--- config.mk ---
export PLATFORM = sky130hd
export DESIGN_NAME = input_fault_diag_registers
export DESIGN_NICKNAME = d
export VERILOG_FILES = /design/src/inc/fault_diag_pkg.sv /design/src/rtl/input_fault_diag_registers.sv /design/src/rtl/monitor_sample_store.sv
export VERILOG_INCLUDE_DIRS = /design/src /design/src/inc
export SDC_FILE = /design/constraint.sdc
export NUM_CORES = 1
export LEC_CHECK = 0
export BUFFER_PORTS_ARGS = -buffer_cell sky130_fd_sc_hd__buf_2
export CORE_ASPECT_RATIO = 2
export CORE_UTILIZATION = 40
export CTS_CLUSTER_SIZE = 10
export DETAILED_ROUTE_END_ITERATION = 16
export MAX_ROUTING_LAYER = met4
export SLEW_MARGIN = 10
export SYNTH_ARGS = -nofsm -noshare
export SYNTH_HDL_FRONTEND = slang
export SYNTH_HIERARCHICAL = 1
export SYNTH_SLANG_ARGS = --single-unit
--- constraint.sdc ---
create_clock -name clk_i -period 3.9 [get_ports clk_i]
set_clock_uncertainty 0.15 [all_clocks]
set_input_delay 0.78 -clock clk_i [delete_from_list [all_inputs] [get_ports clk_i]]
set_output_delay 0.78 -clock clk_i [all_outputs]
set_load 0.03 [all_outputs]
--- src/inc/fault_diag_params.svh ---
/*
 Register offsets, field positions, reset values and timing counts of the
 input fault diagnostic register slice. Assumes a byte-wide register space.
*/
`ifndef FAULT_DIAG_PARAMS_SVH
`define FAULT_DIAG_PARAMS_SVH
`define OFS_INPUT_OV_LIVE 8'h35
`define OFS_BIAS_FAULT_LIVE 8'h37
`define OFS_BIAS_OV_CFG 8'h55
`define OFS_DIAG_DATA_CFG 8'h59
`define OFS_BATT_MON_UPPER 8'h5A
`define OFS_BATT_MON_LOW 8'h5B
`define OFS_IRQ_STATUS 8'h70
`define OFS_IRQ_MASK 8'h71
`define RST_BIAS_OV_CFG 8'h40
`define RST_DIAG_DATA_CFG 8'h00
`define RST_THRESHOLD 3'h2
`define RST_MARGIN_MV 8'h28
`define RST_SOURCE_TAG 4'h0
`define THR_MSB 7
`define THR_LSB 5
`define HOLD_BIT 0
`define CFG_RSVD_MSB 7
`define CFG_RSVD_LSB 4
`define SAMPLE_W 12
`define TAG_W 4
`define ADDR_W 8
`define IRQ_W 8
`define ACK_LATENCY_CYCLES 1
`endif

--- src/inc/fault_diag_pkg.sv ---
/*
 Types of the input fault diagnostic register slice.
 Assumes fault_diag_params.svh is compiled alongside.
*/
package fault_diag_pkg;
  typedef enum logic [0:0] {
    BUS_IDLE,
    BUS_ACK
  } bus_state_t;
  typedef logic [7:0] reg_byte_t;
endpackage : fault_diag_pkg

--- src/rtl/input_fault_diag_registers.sv ---
/*
 Register slice of the input fault diagnostic unit behind a classic
 Wishbone slave: live fault status, bias over-voltage threshold, monitor
 hold control, battery monitor sample and a sticky interrupt pair.
 Assumes fault inputs and sample strobes come from the same clock domain
 except the raw fault levels, which are synchronised here.
*/
// Our own choice: the Wishbone register port.
`timescale 1ns/1ps
`include "fault_diag_params.svh"
//Contract
// - Bits 7..4 of input status show live over-voltage of channels 1..4.
// - Input status bits 3..0 read zero; host writes them as reset value.
// - Bias status bit 7 shows live high-current fault.
// - Bias status bit 6 shows live low-current fault.
// - Bias status bit 5 shows live over-voltage; bits 4..0 read zero.
// - Both live status registers are read-only, reset zero, not latched.
// - Threshold field bits 7..5 read/write, reset 010b, bits 4..0 read zero.
// - Threshold codes select margin: 0, 10mV, 40mV, 30mV steps, 190mV.
// - Hold bit clear: monitor data updates with every new result.
// - Hold bit set: monitor data updates are frozen.
// - Config bits 7..4 writable reserved, bits 3..1 read zero.
// - Upper eight sample bits read-only, reset zero.
// - Next register holds low nibble in 7..4, source tag in 3..0.
module input_fault_diag_registers
  import fault_diag_pkg::*;
(
  // Clock and reset
  input wire logic clk_i,
  input wire logic rst_i,
  // Wishbone slave
  input wire logic cyc_i,
  input wire logic stb_i,
  input wire logic we_i,
  input wire logic [7:0] adr_i,
  input wire logic [0:0] sel_i,
  input wire logic [7:0] dat_i,
  output logic [7:0] dat_o,
  output logic ack_o,
  // Raw fault levels
  input wire logic [3:0] input_ov_fault_i,
  input wire logic bias_high_current_i,
  input wire logic bias_low_current_i,
  input wire logic bias_ov_fault_i,
  // Converter results
  input wire logic sample_valid_i,
  input wire logic [11:0] sample_i,
  input wire logic [3:0] source_tag_i,
  // Threshold and hold to analog side
  output logic [2:0] bias_ov_threshold_o,
  output logic [7:0] bias_ov_margin_mv_o,
  output logic freeze_monitor_updates_o,
  // Interrupt
  output logic irq_o
);
  bus_state_t bus_state;
  logic [6:0] fault_meta;
  logic [6:0] fault_sync;
  logic [2:0] bias_ov_threshold;
  logic [3:0] cfg_reserved;
  logic freeze_monitor_updates;
  logic [7:0] irq_status;
  logic [7:0] irq_mask;
  logic [6:0] fault_prev;
  logic [7:0] fault_rise;
  logic [11:0] mon_sample;
  logic [3:0] mon_tag;
  logic wr_stb;
  logic rd_stb;
  logic [7:0] next_dat;
  logic [7:0] input_ov_live_bits;
  logic [7:0] bias_fault_live_bits;

  // Margin in mV for a threshold code
  function automatic logic [7:0] margin_mv(input logic [2:0] code);
    logic [7:0] mv;
    mv = 8'h00;
    case (code)
      3'h0: mv = 8'h00;
      3'h1: mv = 8'h0A;
      3'h7: mv = 8'hBE;
      default: mv = 8'(8'h28 + 8'(({5'h00, code} - 8'h02) * 8'h1E));
    endcase
    return mv;
  endfunction : margin_mv

  // Two-stage synchroniser of raw fault levels
  always_ff @(posedge clk_i) begin
    if (rst_i) begin
      fault_meta <= 7'h00;
      fault_sync <= 7'h00;
    end else begin
      fault_meta <= {input_ov_fault_i, bias_high_current_i, bias_low_current_i,
                     bias_ov_fault_i};
      fault_sync <= fault_meta;
    end
  end

  // Live views, reserved bits zero
  assign input_ov_live_bits = {fault_sync[6:3], 4'h0};
  assign bias_fault_live_bits = {fault_sync[2:0], 5'h00};

  // Bus decode
  assign wr_stb = cyc_i && stb_i && we_i && sel_i[0] && (bus_state == BUS_IDLE);
  assign rd_stb = cyc_i && stb_i && !we_i && (bus_state == BUS_IDLE);

  // Ack one cycle after request, dropped the cycle after
  always_ff @(posedge clk_i) begin
    if (rst_i) begin
      bus_state <= BUS_IDLE;
    end else begin
      case (bus_state)
        BUS_IDLE: if (cyc_i && stb_i) bus_state <= BUS_ACK;
        BUS_ACK: bus_state <= BUS_IDLE;
        default: bus_state <= BUS_IDLE;
      endcase
    end
  end
  assign ack_o = (bus_state == BUS_ACK);

  // Writable configuration
  always_ff @(posedge clk_i) begin
    if (rst_i) begin
      bias_ov_threshold <= `RST_THRESHOLD;
      cfg_reserved <= 4'h0;
      freeze_monitor_updates <= 1'b0;
    end else if (wr_stb) begin
      if (adr_i == `OFS_BIAS_OV_CFG) begin
        bias_ov_threshold <= dat_i[`THR_MSB:`THR_LSB];
      end
      if (adr_i == `OFS_DIAG_DATA_CFG) begin
        cfg_reserved <= dat_i[`CFG_RSVD_MSB:`CFG_RSVD_LSB];
        freeze_monitor_updates <= dat_i[`HOLD_BIT];
      end
    end
  end
  assign bias_ov_threshold_o = bias_ov_threshold;
  assign freeze_monitor_updates_o = freeze_monitor_updates;

  // Margin decode for the analog comparator
  always_ff @(posedge clk_i) begin
    if (rst_i) begin
      bias_ov_margin_mv_o <= `RST_MARGIN_MV;
    end else begin
      bias_ov_margin_mv_o <= margin_mv(bias_ov_threshold);
    end
  end

  // Sample store, frozen while hold is set
  monitor_sample_store u_store (
    .clk_i(clk_i),
    .rst_i(rst_i),
    .wr_en_i(sample_valid_i && !freeze_monitor_updates),
    .wr_sample_i(sample_i),
    .wr_tag_i(source_tag_i),
    .rd_sample_o(mon_sample),
    .rd_tag_o(mon_tag)
  );

  // Rising fault edges, sticky status, write one to clear
  assign fault_rise = {1'b0, fault_sync & ~fault_prev};
  always_ff @(posedge clk_i) begin
    if (rst_i) begin
      fault_prev <= 7'h00;
      irq_status <= 8'h00;
      irq_mask <= 8'h00;
    end else begin
      fault_prev <= fault_sync;
      if (wr_stb && adr_i == `OFS_IRQ_STATUS) begin
        irq_status <= (irq_status & ~dat_i) | fault_rise;
      end else begin
        irq_status <= irq_status | fault_rise;
      end
      if (wr_stb && adr_i == `OFS_IRQ_MASK) begin
        irq_mask <= dat_i;
      end
    end
  end
  assign irq_o = |(irq_status & irq_mask);

  // Read mux
  always_comb begin
    next_dat = 8'h00;
    case (adr_i)
      `OFS_INPUT_OV_LIVE: next_dat = input_ov_live_bits;
      `OFS_BIAS_FAULT_LIVE: next_dat = bias_fault_live_bits;
      `OFS_BIAS_OV_CFG: next_dat = {bias_ov_threshold, 5'h00};
      `OFS_DIAG_DATA_CFG: next_dat = {cfg_reserved, 3'h0, freeze_monitor_updates};
      `OFS_BATT_MON_UPPER: next_dat = mon_sample[11:4];
      `OFS_BATT_MON_LOW: next_dat = {mon_sample[3:0], mon_tag};
      `OFS_IRQ_STATUS: next_dat = irq_status;
      `OFS_IRQ_MASK: next_dat = irq_mask;
      default: next_dat = 8'h00;
    endcase
  end

  // Read data register
  always_ff @(posedge clk_i) begin
    if (rst_i) begin
      dat_o <= 8'h00;
    end else if (rd_stb) begin
      dat_o <= next_dat;
    end
  end

  // Status follows fault two cycles after pin
  a_live_follows: assert property (@(posedge clk_i) disable iff (rst_i)
    ##2 input_ov_live_bits[7:4] == $past(input_ov_fault_i, 2))
    else $error("input live status does not follow fault");
  a_reserved_zero: assert property (@(posedge clk_i) disable iff (rst_i)
    input_ov_live_bits[3:0] == 4'h0)
    else $error("reserved input status bits not zero");
  a_high_current: assert property (@(posedge clk_i) disable iff (rst_i)
    ##2 bias_fault_live_bits[7] == $past(bias_high_current_i, 2))
    else $error("high current bit wrong");
  a_low_current: assert property (@(posedge clk_i) disable iff (rst_i)
    ##2 bias_fault_live_bits[6] == $past(bias_low_current_i, 2))
    else $error("low current bit wrong");
  a_bias_ov: assert property (@(posedge clk_i) disable iff (rst_i)
    ##2 (bias_fault_live_bits[5] == $past(bias_ov_fault_i, 2))
    && bias_fault_live_bits[4:0] == 5'h00)
    else $error("bias over-voltage bit wrong");
  a_live_clears: assert property (@(posedge clk_i) disable iff (rst_i)
    (!bias_ov_fault_i [*3]) |-> !bias_fault_live_bits[5])
    else $error("live status latched a past fault");
  a_thr_write: assert property (@(posedge clk_i) disable iff (rst_i)
    wr_stb && adr_i == `OFS_BIAS_OV_CFG |=> bias_ov_threshold == $past(dat_i[7:5]))
    else $error("threshold write not taken");
  a_margin_code: assert property (@(posedge clk_i) disable iff (rst_i)
    bias_ov_threshold == 3'h4 && $stable(bias_ov_threshold) |=> bias_ov_margin_mv_o == 8'h64)
    else $error("margin decode wrong");
  a_hold_freeze: assert property (@(posedge clk_i) disable iff (rst_i)
    freeze_monitor_updates |=> $stable(mon_sample))
    else $error("sample changed while held");
  a_update_free: assert property (@(posedge clk_i) disable iff (rst_i)
    sample_valid_i && !freeze_monitor_updates |=> mon_sample == $past(sample_i))
    else $error("sample not updated");
  a_cfg_zero: assert property (@(posedge clk_i) disable iff (rst_i)
    rd_stb && adr_i == `OFS_DIAG_DATA_CFG |=> dat_o[3:1] == 3'h0)
    else $error("config read-only bits not zero");
  a_upper_byte: assert property (@(posedge clk_i) disable iff (rst_i)
    rd_stb && adr_i == `OFS_BATT_MON_UPPER |=> dat_o == $past(mon_sample[11:4]))
    else $error("upper byte read wrong");
  a_low_nibble: assert property (@(posedge clk_i) disable iff (rst_i)
    rd_stb && adr_i == `OFS_BATT_MON_LOW |=> dat_o == $past({mon_sample[3:0], mon_tag}))
    else $error("low nibble read wrong");
  a_same_conv: assert property (@(posedge clk_i) disable iff (rst_i)
    sample_valid_i && !freeze_monitor_updates |=>
    {mon_sample, mon_tag} == $past({sample_i, source_tag_i}))
    else $error("sample halves not from one conversion");

  // Margin decode per threshold code
  a_margin_none: assert property (@(posedge clk_i) disable iff (rst_i)
    bias_ov_threshold == 3'h0 |=> bias_ov_margin_mv_o == 8'h00)
    else $error("margin for code 0 wrong");
  a_margin_first: assert property (@(posedge clk_i) disable iff (rst_i)
    bias_ov_threshold == 3'h1 |=> bias_ov_margin_mv_o == 8'h0A)
    else $error("margin for code 1 wrong");
  a_margin_default: assert property (@(posedge clk_i) disable iff (rst_i)
    bias_ov_threshold == 3'h2 |=> bias_ov_margin_mv_o == 8'h28)
    else $error("margin for code 2 wrong");
  a_margin_three: assert property (@(posedge clk_i) disable iff (rst_i)
    bias_ov_threshold == 3'h3 |=> bias_ov_margin_mv_o == 8'h46)
    else $error("margin for code 3 wrong");
  a_margin_five: assert property (@(posedge clk_i) disable iff (rst_i)
    bias_ov_threshold == 3'h5 |=> bias_ov_margin_mv_o == 8'h82)
    else $error("margin for code 5 wrong");
  a_margin_six: assert property (@(posedge clk_i) disable iff (rst_i)
    bias_ov_threshold == 3'h6 |=> bias_ov_margin_mv_o == 8'hA0)
    else $error("margin for code 6 wrong");
  a_margin_top: assert property (@(posedge clk_i) disable iff (rst_i)
    bias_ov_threshold == 3'h7 |=> bias_ov_margin_mv_o == 8'hBE)
    else $error("margin for code 7 wrong");

  // Threshold register
  a_thr_kept: assert property (@(posedge clk_i) disable iff (rst_i)
    !(wr_stb && adr_i == `OFS_BIAS_OV_CFG) |=> $stable(bias_ov_threshold))
    else $error("threshold changed without write");
  a_thr_read: assert property (@(posedge clk_i) disable iff (rst_i)
    rd_stb && adr_i == `OFS_BIAS_OV_CFG |=> dat_o == {$past(bias_ov_threshold), 5'h00})
    else $error("threshold read wrong");

  // Live status reads
  a_live_rsvd_read: assert property (@(posedge clk_i) disable iff (rst_i)
    rd_stb && adr_i == `OFS_INPUT_OV_LIVE |=> dat_o[3:0] == 4'h0)
    else $error("input status reserved bits read nonzero");
  a_bias_rsvd_read: assert property (@(posedge clk_i) disable iff (rst_i)
    rd_stb && adr_i == `OFS_BIAS_FAULT_LIVE |=> dat_o[4:0] == 5'h00)
    else $error("bias status reserved bits read nonzero");
  a_live_read: assert property (@(posedge clk_i) disable iff (rst_i)
    rd_stb && adr_i == `OFS_INPUT_OV_LIVE |=> dat_o[7:4] == $past(fault_sync[6:3]))
    else $error("input status read wrong");
  a_bias_read: assert property (@(posedge clk_i) disable iff (rst_i)
    rd_stb && adr_i == `OFS_BIAS_FAULT_LIVE |=> dat_o[7:5] == $past(fault_sync[2:0]))
    else $error("bias status read wrong");
  a_live_low: assert property (@(posedge clk_i) disable iff (rst_i)
    (!bias_low_current_i [*3]) |-> !bias_fault_live_bits[6])
    else $error("low current bit latched");
  a_live_high: assert property (@(posedge clk_i) disable iff (rst_i)
    (!bias_high_current_i [*3]) |-> !bias_fault_live_bits[7])
    else $error("high current bit latched");

  // Hold control and monitor store
  a_hold_write: assert property (@(posedge clk_i) disable iff (rst_i)
    wr_stb && adr_i == `OFS_DIAG_DATA_CFG |=> freeze_monitor_updates == $past(dat_i[0]))
    else $error("hold write not taken");
  a_rsvd_write: assert property (@(posedge clk_i) disable iff (rst_i)
    wr_stb && adr_i == `OFS_DIAG_DATA_CFG |=> cfg_reserved == $past(dat_i[7:4]))
    else $error("reserved config write not taken");
  a_hold_kept: assert property (@(posedge clk_i) disable iff (rst_i)
    !(wr_stb && adr_i == `OFS_DIAG_DATA_CFG) |=> $stable(freeze_monitor_updates))
    else $error("hold changed without write");
  a_cfg_read: assert property (@(posedge clk_i) disable iff (rst_i)
    rd_stb && adr_i == `OFS_DIAG_DATA_CFG |=>
    dat_o == {$past(cfg_reserved), 3'h0, $past(freeze_monitor_updates)})
    else $error("config read wrong");
  a_tag_frozen: assert property (@(posedge clk_i) disable iff (rst_i)
    freeze_monitor_updates |=> $stable(mon_tag))
    else $error("tag changed while held");
  a_tag_free: assert property (@(posedge clk_i) disable iff (rst_i)
    sample_valid_i && !freeze_monitor_updates |=> mon_tag == $past(source_tag_i))
    else $error("tag not updated");
  a_no_strobe: assert property (@(posedge clk_i) disable iff (rst_i)
    !sample_valid_i |=> $stable(mon_sample))
    else $error("sample changed without strobe");

  // Bus handshake
  a_ack_answer: assert property (@(posedge clk_i) disable iff (rst_i)
    cyc_i && stb_i && !ack_o |=> ack_o)
    else $error("request not acknowledged");
  a_ack_single: assert property (@(posedge clk_i) disable iff (rst_i)
    ack_o |=> !ack_o)
    else $error("ack longer than one cycle");
  a_ack_cause: assert property (@(posedge clk_i) disable iff (rst_i)
    ack_o |-> $past(cyc_i && stb_i))
    else $error("ack without request");
  a_dat_kept: assert property (@(posedge clk_i) disable iff (rst_i)
    !rd_stb |=> $stable(dat_o))
    else $error("read data changed without read");

  // Sticky status and mask
  a_sticky_keep: assert property (@(posedge clk_i) disable iff (rst_i)
    !(wr_stb && adr_i == `OFS_IRQ_STATUS) |=>
    (irq_status & $past(irq_status)) == $past(irq_status))
    else $error("status bit lost without clear");
  a_set_wins: assert property (@(posedge clk_i) disable iff (rst_i)
    |fault_rise |=> (irq_status & $past(fault_rise)) == $past(fault_rise))
    else $error("fault edge not recorded");
  a_status_spare: assert property (@(posedge clk_i) disable iff (rst_i)
    irq_status[7] == 1'b0)
    else $error("unused status bit set");
  a_mask_write: assert property (@(posedge clk_i) disable iff (rst_i)
    wr_stb && adr_i == `OFS_IRQ_MASK |=> irq_mask == $past(dat_i))
    else $error("mask write not taken");
endmodule : input_fault_diag_registers

--- src/rtl/monitor_sample_store.sv ---
/*
 Holds the latest battery monitor sample and its source tag.
 Assumes samples arrive as single-cycle strobes on clk_i.
*/
`timescale 1ns/1ps
`include "fault_diag_params.svh"
module monitor_sample_store (
  // Clock and reset
  input wire logic clk_i,
  input wire logic rst_i,
  // Write side
  input wire logic wr_en_i,
  input wire logic [11:0] wr_sample_i,
  input wire logic [3:0] wr_tag_i,
  // Read side
  output logic [11:0] rd_sample_o,
  output logic [3:0] rd_tag_o
);
  // Sample and tag stored together
  always_ff @(posedge clk_i) begin
    if (rst_i) begin
      rd_sample_o <= 12'h000;
      rd_tag_o <= `RST_SOURCE_TAG;
    end else if (wr_en_i) begin
      rd_sample_o <= wr_sample_i;
      rd_tag_o <= wr_tag_i;
    end
  end
endmodule : monitor_sample_store

* Word level (Yosys, flattened, before mapping)
Cells that the tools add are included.
** Storage, ports and cells
- Flip-flop bits (word level) :: 78
- Word-level logic and storage cells :: 54
** Cells by class
- Add/subtract/negate cells :: 2
- $mul :: 1
- Eq/ne operators :: 10
- Mux-type cells :: 5
- Bitwise gates (word level) :: 8
- Reductions and logical operators :: 15
** Operator list (count)
- $pmux 8 s8 :: 1
- $eq 8x7->1 const B :: 6
- $pmux 8 s3 :: 1
- $and 8x8->8 :: 2
- $eq 8x6->1 const B :: 2
- $or 8x7->8 :: 2
- $logic_and 1x1->1 :: 9
- $add 6x8->8 const A :: 1
- $mul 8x4->7 const B :: 1
- $mux 8 :: 1
- $not 8->8 :: 1
- $reduce_or 8->1 :: 1
- $and 7x7->7 :: 1
- $not 7->7 :: 1
- $reduce_and 2->1 :: 2
- $sub 3x2->4 const B :: 1
- $eq 3x1->1 const B :: 1
- $eq 3x3->1 const B :: 1
- $logic_not 3->1 :: 1
- $logic_not 1->1 :: 2
- $pmux 1 s2 :: 1
- $mux 1 :: 1
- $not 1->1 :: 1

* Logic depth before layout (Yosys ltp)
Gate-level depths: netlist of run 1.
- Depth after elaboration :: 6
- Gate-level depth with buffers :: 14
- Depth with buffers taken out :: 13

* Modules after synthesis
Netlist of run 1, hierarchy kept.
** By module, submodules not included
- input_fault_diag_registers :: instances 1, cells each 321, area an instance 2942.8 um2
- monitor_sample_store :: instances 1, cells each 52, area an instance 580.6 um2

* Worst setup path before layout of run 1
Ideal clock, no wire load.
- Path kind :: register to register
- From :: register bias_ov_threshold[2], in the netlist bias_ov_threshold_o[2]
- To :: register bias_ov_margin_mv_o[5]
- Setup time :: 0.127 ns
- Data arrival time :: 3.312 ns
- Data required time :: 3.623 ns
- Setup slack :: 0.311 ns
- Stages on the path, launching flop included :: 14
- Buffers on the path :: 1
- Period minus slack after synthesis :: 3.589 ns
- Cell sequence :: dfxtp_1 clkbuf_1 inv_1 ha_1 inv_1 ha_1 inv_1 fa_1 fa_1 inv_1 ha_1 xnor2_1 nor3_1 or3_1
** Between the ends
- Cells in the longest elaborated chain, start to end :: 4
- Elaborated cells between the ends (all ways) :: 7
- Classes of those cells :: add/sub: 2; mul: 1; eq/ne: 2; mux: 1; reduce/logical: 1
** RTL lines
- start, declared :: RTL line input_fault_diag_registers.sv:59 : logic [2:0] bias_ov_threshold;
- start signal, assigned :: RTL line input_fault_diag_registers.sv:124 : bias_ov_threshold <= `RST_THRESHOLD;
- start signal, assigned :: RTL line input_fault_diag_registers.sv:129 : bias_ov_threshold <= dat_i[`THR_MSB:`THR_LSB];
- $sub 3x2->4 :: RTL line input_fault_diag_registers.sv:82 : default: mv = 8'(8'h28 + 8'(({5'h00, code} - 8'h02) * 8'h1E));
- $mul 8x4->7 :: RTL line input_fault_diag_registers.sv:82
- $add 6x8->8 :: RTL line input_fault_diag_registers.sv:82
- $pmux 8 s3 * :: RTL line input_fault_diag_registers.sv:78 : case (code)
- end signal, assigned :: RTL line input_fault_diag_registers.sv:143 : bias_ov_margin_mv_o <= `RST_MARGIN_MV;
- end signal, assigned :: RTL line input_fault_diag_registers.sv:145 : bias_ov_margin_mv_o <= margin_mv(bias_ov_threshold);
- end, declared :: RTL line input_fault_diag_registers.sv:51 : output logic [7:0] bias_ov_margin_mv_o,
Every way passes the cells marked *; elsewhere a longest branch is shown, timed or not.
A chain may end at the register's enable or synchronous reset.

* Worst setup path in the final report of run 1
Ends and elaborated chain as after synthesis.

==> results.json, run 1 <==
{
  "synth_top_flop_cell": "dfxtp_1",
  "startpoint_type": "flip-flop",
  "antenna_found_initial": 0,
  "critical_path.max_fanout": 12,
  "synth-async-reset-ratio_pct": 0,
  "worstMarginPinSlew_ns": 0.9784,
  "tritoncts": "yes",
  "die_w_um": 68.37,
  "synthToLayoutAreaGrowth_pct": 19.96,
  "path_clk_slew_ns": 0.06,
  "pre_cts_slack_ns": 0.4100,
  "grt.met3_usage_pct": 3.801,
  "finalCriticalPeriod_ns": 3.511,
  "ys_seq_area_share_pct": 43.75,
  "postCtsSetupRepairBufs": 0,
  "worst_ep_required_time_ns": 3.96,
  "firstDrtPassIters": 4,
  "final_nets": 494,
  "num_vias": 2805,
  "fin_ws_ns": 0.3888,
  "arrival_ns": 3.57,
  "nFillCells": 839,
  "syn_area_um2": 3523,
  "final_util_pct": 49.21,
  "critPathCaptureType": "flip-flop",
  "min_period_over_period_pct": 90.03,
  "synthCells": 373,
  "maxSlewViolCount": 0,
  "r2r_setup_slack_ns": 0.39,
  "setup_tns_ns": 0,
  "grt_overflow_total": 0,
  "cts_buffer_depth": 2,
  "place_hpwl_mm": 6.419,
  "grt_pass1_vias": 2693,
  "ioPinCount": 68,
  "drc": 0,
  "row_count": 48,
  "max_cap_violations": 0,
  "initial_core_util_pct": 41.03,
  "synth-seq-cells": 77,
  "top_usage_layer": "met2",
  "cts-resized-gates": 0,
  "hold_path_class": "reg2reg",
  "htree_num_levels": 3,
  "drt-total-wl_mm": 8.330,
  "grt_pass1_wl_mm": 12.99,
  "startpoint": "bias_ov_threshold_o[2]",
  "clkSinkCount": 77,
  "yosysWarnings": 6,
  "use_met1_pct": 20.59,
  "n_antenna_cell": 0,
  "port_buffers": 66,
  "min_from": "fault_meta[5]",
  "dieArea_um2": 9211,
  "met2_usage_pct": 33.28,
  "powerDensity_nw_per_um2": 432.2,
  "grt_max_degree": 40,
  "synth_edf_count": 0,
  "clock_latency_ns": 0.33,
  "status": "finished clean",
  "clockRootBuffer": "clkbuf_16",
  "drive_above_1_share_pct": 22.27,
  "synth.distinct_cells": 58,
  "wire_per_inst_um": 15.43,
  "first_iter_violations": 121,
  "synthesis.nets": 431,
  "power_leakage_nw": 1.922,
  "postCtsHoldBufs": 0,
  "setup_viol": 0,
  "avgSynthCellArea_um2": 9.446,
  "grt_util_all_layers_pct": 20.06,
  "core_area_um2": 8588,
  "max_slew_margin_pct": 34.48,
  "vias_per_cell": 5.194,
  "crit_type": "reg2reg",
  "fin_area_um2": 4227,
  "peakVddDrop_uv": 242.1,
  "max_freq_mhz": 284.8,
  "numCtsBuffers": 9,
  "die_h_um": 134.7,
  "ant_nets": 0,
  "routabilityCongestion": 0.8723,
  "r2r-start": "bias_ov_threshold_o[2]",
  "rsz0062_at_grt": "false",
  "hold_viol_final": 0,
  "dpl-instance-area_um2": 3902
}
==> flip-flops by register name, summed over array words and instances (netlist names) <==
| register | count |
|---|---|
| u_store/rd_sample_o | 12 |
| dat_o | 8 |
| irq_mask | 8 |
| irq_status | 8 |
| bias_ov_margin_mv_o | 7 |
| fault_meta | 7 |
| fault_prev | 7 |
| fault_sync | 7 |
| cfg_reserved | 4 |
| u_store/rd_tag_o | 4 |
| bias_ov_threshold_o | 3 |
| ack_o | 1 |
| freeze_monitor_updates_o | 1 |
==> stage by stage <==
step / hold slack [ns] / total power (W) / std cells
floorplan: 0.2638 / 0.0009121 / 373
global placement: 0.2673 / 0.0009557 / 525
detailed placement: 0.2742 / 0.0009575 / 525
CTS: 0.2875 / 0.001849 / 540
global route: 0.3003 / 0.001893 / 540
finish: 0.2837 / 0.001827 / 540
==> final cells by class <==
class	instances	area (um^2)	share of cell area, %
Multi-Input combinational cell	261	1815	42.95
Sequential cell	77	1541	36.47
Timing Repair Buffer	69	352.8	8.348
Clock buffer	10	239.0	5.654
Tap cell	100	125.1	2.960
Clock inverter	5	85.08	2.013
Inverter	18	67.56	1.599
==> cells in the mapped netlist, types with 3 or more instances <==
master	count	area [um^2]
nand3_1	7	35.03
xor2_1	3	26.28
o21ai_0	11	55.05
ha_1	10	125.1
a22oi_1	9	67.56
nor2_1	46	172.7
inv_1	18	67.56
dfxtp_1	77	1541
nand2_1	22	82.58
and3_1	4	25.02
clkbuf_1	6	22.52
a221oi_1	7	61.31
nand2b_1	5	31.28
mux2i_1	33	330.3
mux2_2	5	56.30
or3_1	3	18.77
nor3_1	5	25.02
a21oi_1	19	95.09
nor2b_1	34	212.7
buf_2	5	25.02
==> where the power goes <==
| part | internal, W | leakage (nW) | total (W) | switching [W] |
|---|---|---|---|---|
| combinational | 0.0000510 | 1.14 | 0.000118 | 0.0000669 |
| sequential | 0.000810 | 0.628 | 0.000822 | 0.0000125 |
| clock | 0.000576 | 0.155 | 0.000887 | 0.000311 |
| total | 0.00144 | 1.92 | 0.00183 | 0.000391 |
==> cell families (layout without fill, tap and decap cells) <==
group	after synthesis	in the layout	share of synthesized area (%)
multiplexers	38	38	10.97
other	1	1	0.1064
adder cells (fa/ha/maj)	12	12	4.688
XOR/XNOR	5	5	1.243
AO/OA/AOI/OAI	66	66	13.85
flip-flops	77	77	43.75
buffers and inverters	35	102	4.794
AND/OR/NAND/NOR	139	139	20.60
==> critical path, stage by stage, from the launching register on <==
cell	delay, ns
dfxtp_1	0.54
inv_1	0.15
ha_1	0.30
inv_1	0.05
ha_1	0.30
inv_1	0.08
fa_1	0.44
fa_1	0.50
inv_1	0.06
ha_1	0.20
xnor2_1	0.22
nor3_1	0.06
or3_1	0.33
==> cells in the final DEF, fill, tap and decap left out, drive strengths merged, types with 7 or more instances in the layout <==
| master | n |
|---|---|
| a21oi | 19 |
| a221oi | 8 |
| a22oi | 9 |
| buf | 69 |
| clkbuf | 10 |
| dfxtp | 77 |
| ha | 10 |
| inv | 18 |
| mux2i | 33 |
| nand2 | 22 |
| nand3 | 7 |
| nor2 | 46 |
| nor2b | 34 |
| o21ai | 12 |
==> final timing paths <==
kind,cells past startpoint,endpoint
max,12,bias_ov_margin_mv_o[5]
min reg2reg,1,fault_sync[5]
max reg2reg,12,bias_ov_margin_mv_o[5]
min,1,fault_sync[5]
==> routing by layer <==
metal	vias to the layer above	share of wire, %
met5	-	0
met4	0	4.6
met3	23	3.6
met2	78	53
met1	1283	39
li1	1421	-
No activity file was read; power rests on OpenSTA's default activity.
==> inputs of run 2 (changes only) <==
--- a/config.mk
+++ b/config.mk
@@ -8,6 +8,7 @@
 export LEC_CHECK = 0
 export BUFFER_PORTS_ARGS = -buffer_cell sky130_fd_sc_hd__buf_2
 export CORE_ASPECT_RATIO = 2
+export CORE_MARGIN = 2
 export CORE_UTILIZATION = 40
 export CTS_CLUSTER_SIZE = 10
 export DETAILED_ROUTE_END_ITERATION = 16
==> run 2 against run 1 <==
  * Power down 3.5%
  * Die area is 4.5% higher
  * Routed wire length grew 3.0%
  * Clock power is 7.4% lower
  * Global-route usage fell by 0.85 points
  * Worst setup slack got worse by 0.045 ns
  * First-iteration DRC count up 28%
  * Non-clock buffer count down 1
  * Core utilization shrank 0.38 points
  * Via count up 0.61%
  * Fmax decreased by 1.3%
  * Critical endpoint unchanged
  * Largest power group is now registers
==> results.json, run 2 (synthesis results as in run 1) <==
{
  "die_h_um": 136.7,
  "hold_viol_final": 0,
  "maxSlewViolCount": 0,
  "core_area_um2": 8588,
  "first_iter_violations": 155,
  "dpl-instance-area_um2": 3895,
  "finalCriticalPeriod_ns": 3.557,
  "dieArea_um2": 9621,
  "critical_path.max_fanout": 12,
  "pre_cts_slack_ns": 0.3716,
  "cp_cell_sequence": "inv_1 -> ha_1 -> inv_1 -> ha_1 -> inv_1 -> fa_1 -> fa_1 -> inv_1 -> ha_1 -> xnor2_1 -> a21oi_1 -> or3_1",
  "initial_core_util_pct": 41.03,
  "postCtsHoldBufs": 0,
  "path_clk_slew_ns": 0.06,
  "max_slew_margin_pct": 34.46,
  "postCtsSetupRepairBufs": 0,
  "power_leakage_nw": 1.908,
  "min_period_over_period_pct": 91.20,
  "numCtsBuffers": 9,
  "startpoint_type": "flip-flop",
  "grt_pass1_wl_mm": 13.68,
  "cpMostUsedCell": "inv_1",
  "drc": 0,
  "fin_ws_ns": 0.3433,
  "antenna_found_initial": 0,
  "final_nets": 493,
  "slowest_stage": "dfxtp_1",
  "drt-total-wl_mm": 8.577,
  "hold_path_class": "reg2reg",
  "worst_ep_required_time_ns": 3.97,
  "final_common_cell": "dfxtp_1",
  "port_buffers": 66,
  "row_count": 48,
  "grt_pass1_vias": 2769,
  "nFillCells": 844,
  "clock_latency_ns": 0.33,
  "grt_max_degree": 68,
  "peakVddDrop_uv": 291.6,
  "final_util_pct": 48.83,
  "grt_overflow_total": 0,
  "tritoncts": "yes",
  "ioPinCount": 68,
  "hold_slack_ns": 0.2836,
  "clockRootBuffer": "clkbuf_16",
  "fin_area_um2": 4194,
  "synthToLayoutAreaGrowth_pct": 19.03,
  "top_register": "u_store/rd_sample_o",
  "powerDensity_nw_per_um2": 420.1,
  "htree_num_levels": 3,
  "routabilityCongestion": 0.8582,
  "status": "finished clean",
  "final_cell_mix": "dfxtp_1 (77), buf_2 (66), nor2_1 (46), nor2b_1 (33), mux2i_1 (33)",
  "setup_tns_ns": 0,
  "grt_util_all_layers_pct": 19.21,
  "cts_buffer_depth": 2,
  "critPathCaptureType": "flip-flop",
  "die_w_um": 70.37,
  "max_freq_mhz": 281.2,
  "drive_above_1_share_pct": 22.27,
  "max_cap_violations": 0,
  "rsz0062_at_grt": "false",
  "largest_register_ffs": 12,
  "arrival_ns": 3.62,
  "cts-resized-gates": 0,
  "crit_type": "reg2reg",
  "num_vias": 2822,
  "firstDrtPassIters": 4,
  "place_hpwl_mm": 6.511,
  "wire_per_inst_um": 15.88,
  "n_antenna_cell": 0,
  "clkSinkCount": 77,
  "ant_nets": 0,
  "cpPeakStageDelay_ns": 0.53,
  "vias_per_cell": 5.226,
  "setup_viol": 0,
  "worstMarginPinSlew_ns": 0.9787
}
## run 2: changes by cell type in the layout (fill, tap and decap cells not counted)
cell / change
buf_4: -1
clkinv_2: +2
clkbuf_8: -1
bufinv_16: -1
inv_6: +1
## run 2: power by group
| part | internal, W | switching (W) | leakage, nW | total, W |
|---|---|---|---|---|
| Combinational | 0.0000510 | 0.0000678 | 1.13 | 0.000119 |
| Clock | 0.000497 | 0.000325 | 0.146 | 0.000821 |
| Sequential | 0.000810 | 0.0000123 | 0.628 | 0.000822 |
| Total | 0.00136 | 0.000405 | 1.91 | 0.00176 |
## run 2: cell type report
| cell class | count | area, um^2 | share of cell area, % |
|---|---|---|---|
| multi-input combinational | 261 | 1815 | 43.29 |
| sequential | 77 | 1541 | 36.75 |
| timing repair buffer | 68 | 345.3 | 8.234 |
| clock buffer | 9 | 225.2 | 5.370 |
| tap | 100 | 125.1 | 2.983 |
| clock inverter | 7 | 73.82 | 1.760 |
| inverter | 18 | 67.56 | 1.611 |
## run 2: per-stage QoR
step,power [W],std cells
after floorplan,0.0009121,373
after global placement,0.0009561,524
after detailed placement,0.0009583,524
after CTS,0.001781,540
after global routing,0.001827,540
final,0.001762,540
## run 2: path summary, 6_finish.rpt
| kind | from | to | slack (ns) | depth (start not counted) |
|---|---|---|---|---|
| max | bias_ov_threshold_o[2] | bias_ov_margin_mv_o[5] | 0.34 | 12 |
| min | fault_meta[2] | fault_sync[2] | 0.28 | 1 |
| max reg2reg | bias_ov_threshold_o[2] | bias_ov_margin_mv_o[5] | 0.34 | 12 |
| min reg2reg | fault_meta[2] | fault_sync[2] | 0.28 | 1 |
## run 2: layer usage
metal  vias to the layer above  global-route usage [%]  part of all wire, %
met5                         -                       -                    0
met2                        79                   34.59                   54
met3                        23                   4.271                  4.9
li1                       1422                       -                    -
met1                      1298                   18.71                   37
met4                         0                   10.68                  4.2
## run 2: worst max-delay path: cells and delay by family, from the launching register on
family / cells / cell delay, ns
fa+ha+maj: 5 / 1.74
flops: 1 / 0.53
buf+inv: 4 / 0.34
simple gates: 1 / 0.31
xor+xnor: 1 / 0.25
compound gates: 1 / 0.11
